File: src/design/gmcr_pkg.sv
package gmcr_pkg;

	// Monitor byte width and idle pattern.
	localparam int unsigned   BYTE_W      = 8;
	localparam logic [7:0]    IDLE_BYTE   = 8'hFF;
	// Frame period and core clock period, both in ns.
	localparam int unsigned   FRAME_NS    = 125000;
	localparam int unsigned   CLK_NS      = 100;
	localparam int unsigned   FRAME_CYC   = FRAME_NS / CLK_NS;
	// Abort is signalled by MR high for at least this many frames.
	localparam int unsigned   ABORT_FRAMES = 2;
	// Reset level of the outgoing acknowledge bit.
	localparam logic          MR_IDLE     = 1'b1;

	// Receiver states.
	typedef enum logic [2:0] {
		GMCR_IDLE,
		GMCR_FIRST,
		GMCR_WAIT_READ,
		GMCR_ACK_PEND,
		GMCR_ACTIVE,
		GMCR_NEXT
	} gmcr_state_e;

	// One monitor slot as seen on the serial link each frame.
	typedef struct packed {
		logic       mx;
		logic [7:0] data;
	} gmcr_slot_s;

	// Host-side status view.
	typedef struct packed {
		logic       rx_ready;
		logic       slave_abort;
		logic [7:0] rx_byte;
	} gmcr_status_s;

endpackage : gmcr_pkg

File: src/design/gmcr_rx.sv
`timescale 1ns/10ps
// Operation
// - Both MX and MR high means idle; slot data is ignored then.
// - Any idle pattern is accepted; idle is known from handshake bits only.
// - First byte with MX low, seen twice, is latched; read then MR low next frame.
// - Next byte marked by one frame MX high; seen twice, latched; read then MR pulse.
// - MX high two frames running returns to idle with MR high, byte dropped.
// - MX and MR both low means both ends are active mid-message.
// - MX low, MR high once means first byte received, not acknowledged.
// - MX low with MR held high repeatedly means receiver terminates.
// - Abort is MR high at least two consecutive frames, then idle.
// - As master, a slave abort sets a host-readable abort flag.
// - The abort flag clears on a host write of the transmit byte, unless an abort is seen in that same cycle.
// - The receiver never starts an abort of an incoming message.
module gmcr_rx
	import gmcr_pkg::*;
(
	input  wire logic         i_core_clk,
	input  wire logic         i_rst,
	input  wire logic         i_frame,
	input  wire gmcr_slot_s   i_rx_slot,
	input  wire logic         i_dll_en,
	input  wire logic         i_rx_read,
	input  wire logic         i_master,
	input  wire logic         i_tx_active,
	input  wire logic         i_tx_mr_in,
	input  wire logic         i_tx_write,
	output logic              o_mr,
	output gmcr_status_s      o_status
);

	gmcr_state_e state;
	gmcr_state_e next_state;
	logic        prev_mx;
	logic [7:0]  prev_data;
	logic        have_prev;
	logic        next_mr;
	logic        rx_ready;
	logic [7:0]  rx_byte;
	logic        slave_abort;
	logic        latch_byte;
	logic        read_seen;
	logic        rx_byte_is_later;

	wire         mx = i_rx_slot.mx;
	wire [7:0]   data = i_rx_slot.data;
	// Two identical receptions, or one if double look is off.
	wire         same_twice = have_prev && (prev_data == data);
	wire         byte_ok = i_dll_en ? same_twice : 1'b1;
	// MX high in this frame and the last one is the end of message.
	wire         mx_end = mx && prev_mx;
	wire         host_rd = i_rx_read && rx_ready;

	// Next-state decode; its result is taken into the state only at a frame boundary.
	always_comb begin
		next_state = state;
		next_mr    = o_mr;
		latch_byte = 1'b0;
		case (state)
			GMCR_IDLE: begin
				// Data while MX and MR are high is not looked at.
				next_mr = 1'b1;
				// Single look takes the first MX-low byte at once.
				if (!mx && !i_dll_en) begin
					latch_byte = 1'b1;
					next_state = GMCR_WAIT_READ;
				end else if (!mx) begin
					next_state = GMCR_FIRST;
				end
			end
			GMCR_FIRST: begin
				// MR stays high while the first byte is unacknowledged.
				if (mx) begin
					next_state = GMCR_IDLE;
				end else if (byte_ok) begin
					latch_byte = 1'b1;
					next_state = GMCR_WAIT_READ;
				end
			end
			GMCR_WAIT_READ: begin
				// Waiting on the host: hold the handshake, never abort.
				if (mx_end) begin
					next_state = GMCR_IDLE;
					next_mr    = 1'b1;
				end else if (read_seen) begin
					next_state = GMCR_ACK_PEND;
					next_mr    = 1'b0;
				end
			end
			GMCR_ACK_PEND: begin
				// Acknowledge went out; after a later byte the one-frame MR pulse is now done.
				// MR falls back so the pulse is not read as a termination.
				next_mr    = 1'b0;
				next_state = GMCR_ACTIVE;
				if (mx) begin
					next_state = GMCR_NEXT;
				end
			end
			GMCR_ACTIVE: begin
				if (mx) begin
					next_state = GMCR_NEXT;
				end
			end
			GMCR_NEXT: begin
				if (mx_end) begin
					next_state = GMCR_IDLE;
					next_mr    = 1'b1;
				end else if (byte_ok) begin
					latch_byte = 1'b1;
					next_state = GMCR_WAIT_READ;
				end
			end
			default: begin
				next_state = GMCR_IDLE;
				next_mr    = 1'b1;
			end
		endcase
	end

	// Acknowledge of later bytes is a single-frame MR high pulse.
	wire ack_pulse = (state == GMCR_WAIT_READ) && read_seen && !mx_end
		&& (rx_byte_is_later);
	wire  mr_frame = ack_pulse ? 1'b1 : next_mr;

	// State and handshake advance once per frame.
	always_ff @(posedge i_core_clk or posedge i_rst) begin
		if (i_rst) begin
			state     <= GMCR_IDLE;
			o_mr      <= MR_IDLE;
			prev_mx   <= 1'b1;
			prev_data <= IDLE_BYTE;
			have_prev <= 1'b0;
		end else if (i_frame) begin
			state     <= next_state;
			o_mr      <= mr_frame;
			prev_mx   <= mx;
			prev_data <= data;
			have_prev <= !mx || (state != GMCR_IDLE);
		end
	end

	// Remembers whether the latched byte is the first of a message.
	always_ff @(posedge i_core_clk or posedge i_rst) begin
		if (i_rst) begin
			rx_byte_is_later <= 1'b0;
		end else if (i_frame && latch_byte) begin
			rx_byte_is_later <= (state == GMCR_NEXT);
		end
	end

	// Ready flag: a new latch wins over a host read in the same cycle.
	always_ff @(posedge i_core_clk or posedge i_rst) begin
		if (i_rst) begin
			rx_ready  <= 1'b0;
			rx_byte   <= IDLE_BYTE;
			read_seen <= 1'b0;
		end else begin
			if (i_frame && latch_byte) begin
				rx_ready <= 1'b1;
				rx_byte  <= data;
			end else if (host_rd) begin
				rx_ready <= 1'b0;
			end
			if (i_frame && latch_byte) begin
				read_seen <= 1'b0;
			end else if (host_rd) begin
				read_seen <= 1'b1;
			end
		end
	end

	// Abort monitoring for the transmit direction when acting as master.
	gmcr_abort_det u_abort (
		.i_core_clk         (i_core_clk),
		.i_rst              (i_rst),
		.i_frame            (i_frame),
		.i_master           (i_master),
		.i_tx_active        (i_tx_active),
		.i_mr_in            (i_tx_mr_in),
		.i_tx_write         (i_tx_write),
		.o_slave_abort_flag (slave_abort)
	);

	// Status view registered so the outputs come from flip-flops.
	always_ff @(posedge i_core_clk or posedge i_rst) begin
		if (i_rst) begin
			o_status <= '0;
		end else begin
			o_status.rx_ready    <= rx_ready;
			o_status.slave_abort <= slave_abort;
			o_status.rx_byte     <= rx_byte;
		end
	end
endmodule : gmcr_rx

File: src/design/gmcr_abort_det.sv
`timescale 1ns/10ps
// Watches the incoming MR bit while this end transmits as master and
// flags a slave abort once MR has stayed high for the abort run length.
module gmcr_abort_det
	import gmcr_pkg::*;
(
	input  wire logic i_core_clk,
	input  wire logic i_rst,
	input  wire logic i_frame,
	input  wire logic i_master,
	input  wire logic i_tx_active,
	input  wire logic i_mr_in,
	input  wire logic i_tx_write,
	output logic      o_slave_abort_flag
);

	logic [1:0] high_run;
	wire        abort_seen;
	logic       mr_high_last;
	logic       mr_high_before;

	// Abort needs two consecutive frames of MR high while we are mid-message.
	assign abort_seen = i_frame && i_master && i_tx_active && i_mr_in
		&& (high_run == 2'(ABORT_FRAMES - 1));

	// Run counter saturates; it restarts whenever MR drops.
	always_ff @(posedge i_core_clk or posedge i_rst) begin
		if (i_rst) begin
			high_run <= 2'h0;
		end else if (i_frame) begin
			if (!i_mr_in || !i_tx_active) begin
				high_run <= 2'h0;
			end else if (high_run != 2'h3) begin
				high_run <= high_run + 2'h1;
			end
		end
	end

	// Set wins over the clear so an abort in the write cycle is kept.
	always_ff @(posedge i_core_clk or posedge i_rst) begin
		if (i_rst) begin
			o_slave_abort_flag <= 1'b0;
		end else if (abort_seen) begin
			o_slave_abort_flag <= 1'b1;
		end else if (i_tx_write) begin
			o_slave_abort_flag <= 1'b0;
		end
	end

	// MR history of the last two frames for the checks only; it is kept
	// apart from the run counter so a counter fault cannot hide itself.
	always_ff @(posedge i_core_clk or posedge i_rst) begin
		if (i_rst) begin
			mr_high_last   <= 1'b0;
			mr_high_before <= 1'b0;
		end else if (i_frame) begin
			mr_high_last   <= i_mr_in && i_tx_active;
			mr_high_before <= mr_high_last;
		end
	end
endmodule : gmcr_abort_det

File: config.mk
export PLATFORM = sky130hd
export DESIGN_NAME = gmcr_rx
export DESIGN_NICKNAME = d
export VERILOG_FILES = /design/src/design/gmcr_pkg.sv /design/src/design/gmcr_rx.sv /design/src/design/gmcr_abort_det.sv
export SDC_FILE = /design/constraint.sdc
export NUM_CORES = 1
export LEC_CHECK = 0
export BUFFER_PORTS_ARGS = -buffer_cell sky130_fd_sc_hd__buf_2
export CAP_MARGIN = 10
export CORE_MARGIN = 2
export CORE_UTILIZATION = 34
export CTS_CLUSTER_DIAMETER = 40
export DETAILED_ROUTE_END_ITERATION = 16
export PLACE_DENSITY = 0.49
export SETUP_SLACK_MARGIN = 0.1
export SLEW_MARGIN = 20
export SYNTH_ARGS = -nofsm -noshare
export SYNTH_HDL_FRONTEND = slang
export SYNTH_SLANG_ARGS = --single-unit
File: constraint.sdc
create_clock -name i_core_clk -period 2.18 [get_ports i_core_clk]
set_input_delay 0.545 -clock i_core_clk [delete_from_list [all_inputs] [get_ports i_core_clk]]
set_output_delay 0.545 -clock i_core_clk [all_outputs]
set_load 0.01 [all_outputs]
==> impl_metrics.json <==
{
  "postCtsHoldBufs": 0,
  "grt_pass1_vias": 1105,
  "maxSlewViolCount": 0,
  "drv_cap": 0,
  "cts_buffers": 5,
  "syn_area_sq_um": 1690,
  "power_frac_seq_pct": 49.4,
  "coreArea_sq_um": 4750,
  "finalClockSkew_ps": 5.31,
  "dpl_cell_area_sq_um": 1920,
  "power_switching_mw": 0.735,
  "drcViolationCount": 0,
  "seqCellArea_sq_um": 973,
  "post_drt_via_cell_ratio": 4.91,
  "power.share.clock_pct": 24.2,
  "routedWlPerCell_um": 13.3,
  "first_iter_violations": 93,
  "dieArea_sq_um": 5550,
  "regToRegStartpoint": "prev_data[0]",
  "worst_slack_ps": 344,
  "syn_to_final_growth_pct": 19.9,
  "power.internal_mw": 1.66,
  "critPathCaptureType": "flop",
  "insertion_delay_ps": 290,
  "grt_start_max_net_pins": 39,
  "layout.filler_cells": 482,
  "timing.critical_path.cells": "xnor2_1, nand4_1, o31ai_4, nand4_4, mux2_2",
  "cts_root_buf": "clkbuf_8",
  "max_stage_delay_ps": 540,
  "slew_headroom_pct": 59.0,
  "pin_count": 29,
  "hold_class": "input port to async pin",
  "worstSetupPathType": "flop to flop",
  "rsz0062_at_grt": "false",
  "final.setup.tns_ps": 0,
  "vdd_drop_max_mv": 0.528,
  "dp_slack_ps": 132,
  "finalSetupViolations": 0,
  "leakage_nw": 0.856,
  "post_cts_buffers": 0,
  "worst-path-buf-inv": 0,
  "worst_slew_pin_slew_ps": 606,
  "status": "completed",
  "min_period_ps": 1840,
  "crit_path_start_kind": "flop",
  "synth_cell_type_count": 32,
  "syn-num-nets": 154,
  "cpLargestDelayFamily": "flip-flops",
  "ys_seq_elements": 38,
  "grt.total_usage_pct": 12.2,
  "post-route-period-util_pct": 84.2,
  "hpwlAfterDp_um": 2140,
  "ys_seq_area_share_pct": 57.6,
  "place_congestion": 0.783,
  "antenna_found_initial": 0,
  "cts_resized": 0,
  "fp-row-count": 25,
  "drive_above_1_share_pct": 47.6,
  "hold_violations": 0,
  "routed_wirelength_um": 3120,
  "synth_ff_type": "dfrtp_1",
  "post-route-util_pct": 42.6,
  "portBuffers": 28,
  "cts_max_level": 2,
  "multi_input_area_sq_um": 663,
  "required_ps": 2350,
  "nets": 187,
  "via_count": 1154,
  "timing.fmax_mhz": 545,
  "firstDrtPassIters": 4,
  "avgSynthCellArea_sq_um": 12.6,
  "final_area_sq_um": 2030,
  "cts_tree": "yes",
  "hold_ws_ps": 346,
  "cp_data_arrival_time_ps": 2010,
  "clkTransAtPathRegs_ps": 70,
  "final_cell_mix": "buf_2, dfrtp_1, mux2_2, dfstp_2, xnor2_1",
  "mostFrequentLayoutCell": "buf_2",
  "synthArstFlopShare_pct": 100,
  "die_h_um": 74.5,
  "worstPathMaxFanout": 10,
  "r2r-end": "rx_byte_is_later",
  "grt_overflow_total": 0,
  "ctsLongestPathBuffers": 2,
  "antenna_cells": 0,
  "drtAntennaViolNets": 0,
  "r2r_setup_slack_ps": 340,
  "worst_path_max_delay_cell": "dfstp_2",
  "yosys_warnings": 0,
  "start_util_pct": 35.5,
  "p_per_area_nw_per_um2": 1180,
  "swShare_pct": 30.7,
  "grt_first_pass_wirelength_um": 5060,
  "synthCells": 134,
  "reg2regPathDepth": 5,
  "synth-edff-count": 0,
  "combPwrFrac_pct": 26.4,
  "cts.sinks": 38,
  "dieWidth_um": 74.5
}
Yosys cell counts, types with 2 or more instances:
| library cell | instances | share of area, % |
|---|---|---|
| dfrtp_1 | 20 | 30 |
| mux2_2 | 19 | 13 |
| dfstp_2 | 18 | 28 |
| xnor2_1 | 9 | 4.7 |
| inv_1 | 7 | 1.6 |
| nand2_1 | 7 | 1.6 |
| nor2_1 | 7 | 1.6 |
| a21oi_1 | 5 | 1.5 |
| o21ai_0 | 4 | 1.2 |
| buf_2 | 3 | 0.89 |
| nand3_1 | 3 | 0.89 |
| o31ai_1 | 3 | 1.3 |
| a41oi_1 | 2 | 1.0 |
| and2_1 | 2 | 0.74 |
| clkbuf_1 | 2 | 0.44 |
| ha_1 | 2 | 1.5 |
| nand2b_1 | 2 | 0.74 |
| nor3_1 | 2 | 0.59 |
| o221ai_1 | 2 | 1.0 |
| o22ai_1 | 2 | 0.74 |
| o41ai_1 | 2 | 1.0 |
stage by stage:
| step | power [mW] | std cells |
|---|---|---|
| after floorplan | 1.62 | 134 |
| after global placement | 1.82 | 227 |
| after detailed placement | 1.83 | 227 |
| after CTS | 2.43 | 235 |
| after global routing | 2.55 | 235 |
| final | 2.39 | 235 |
logic make-up (layout without fill, tap and decap cells):
group / after synthesis / in the layout / synth area share, %
xor+xnor: 9 / 9 / 4.67
simple gates: 25 / 25 / 7.70
fa+ha+maj: 2 / 2 / 1.48
buf+inv: 13 / 47 / 3.11
flops: 38 / 38 / 57.6
compound gates: 28 / 28 / 12.7
mux: 19 / 19 / 12.7
registers in the layout (all words and copies together), names as in the netlist:
register	flops
state	3
u_abort.o_slave_abort_flag	1
rx_ready	1
have_prev	1
o_status	10
u_abort.high_run	2
prev_data	8
o_mr	1
prev_mx	1
read_seen	1
rx_byte_is_later	1
rx_byte	8
final cells by class:
type	instances	area share, %
flip-flops and latches	38	48.1
multi-input cells	83	32.7
repair buffers	32	8.40
well taps	67	4.14
clock buffers	5	3.40
clock inverters	3	1.98
inverters	7	1.30
metal layers:
metal | up-vias | track usage [%] | wire length, um
li1 | 546 | - | -
met1 | 562 | 14.8 | 1340
met2 | 39 | 20.1 | 1550
met3 | 7 | 3.52 | 173
met4 | 0 | 5.95 | 55
met5 | - | 0 | 0
worst register-to-register path, stage by stage (launching register included):
cell and delay (ps):
dfstp_2 540, xnor2_1 120, nand4_1 160, o31ai_4 330
nand4_4 250, mux2_2 330
worst max-delay path by stage:
stage | start | depth (start not counted) | slack, ps | end
floorplan | i_rx_slot[4] | 5 | 360 | rx_byte_is_later
global placement | i_rx_slot[4] | 6 | 170 | rx_byte_is_later
detailed placement | i_rx_slot[0] | 6 | 130 | rx_byte_is_later
CTS | prev_data[0] | 5 | 300 | rx_byte_is_later
global route | state[1] | 5 | 160 | state[1]
finish | prev_data[0] | 5 | 340 | rx_byte_is_later
power groups by stage:
stage          combinational (mW)  clock (mW)  sequential (mW)
2_1_floorplan               0.472           0             1.15
3_3_place_gp                0.634           0             1.19
3_5_place_dp                0.639           0             1.19
4_1_cts                     0.643       0.603             1.18
5_1_grt                     0.710       0.628             1.21
6_report                    0.633       0.578             1.18
No activity file was read; power rests on OpenSTA's default activity.
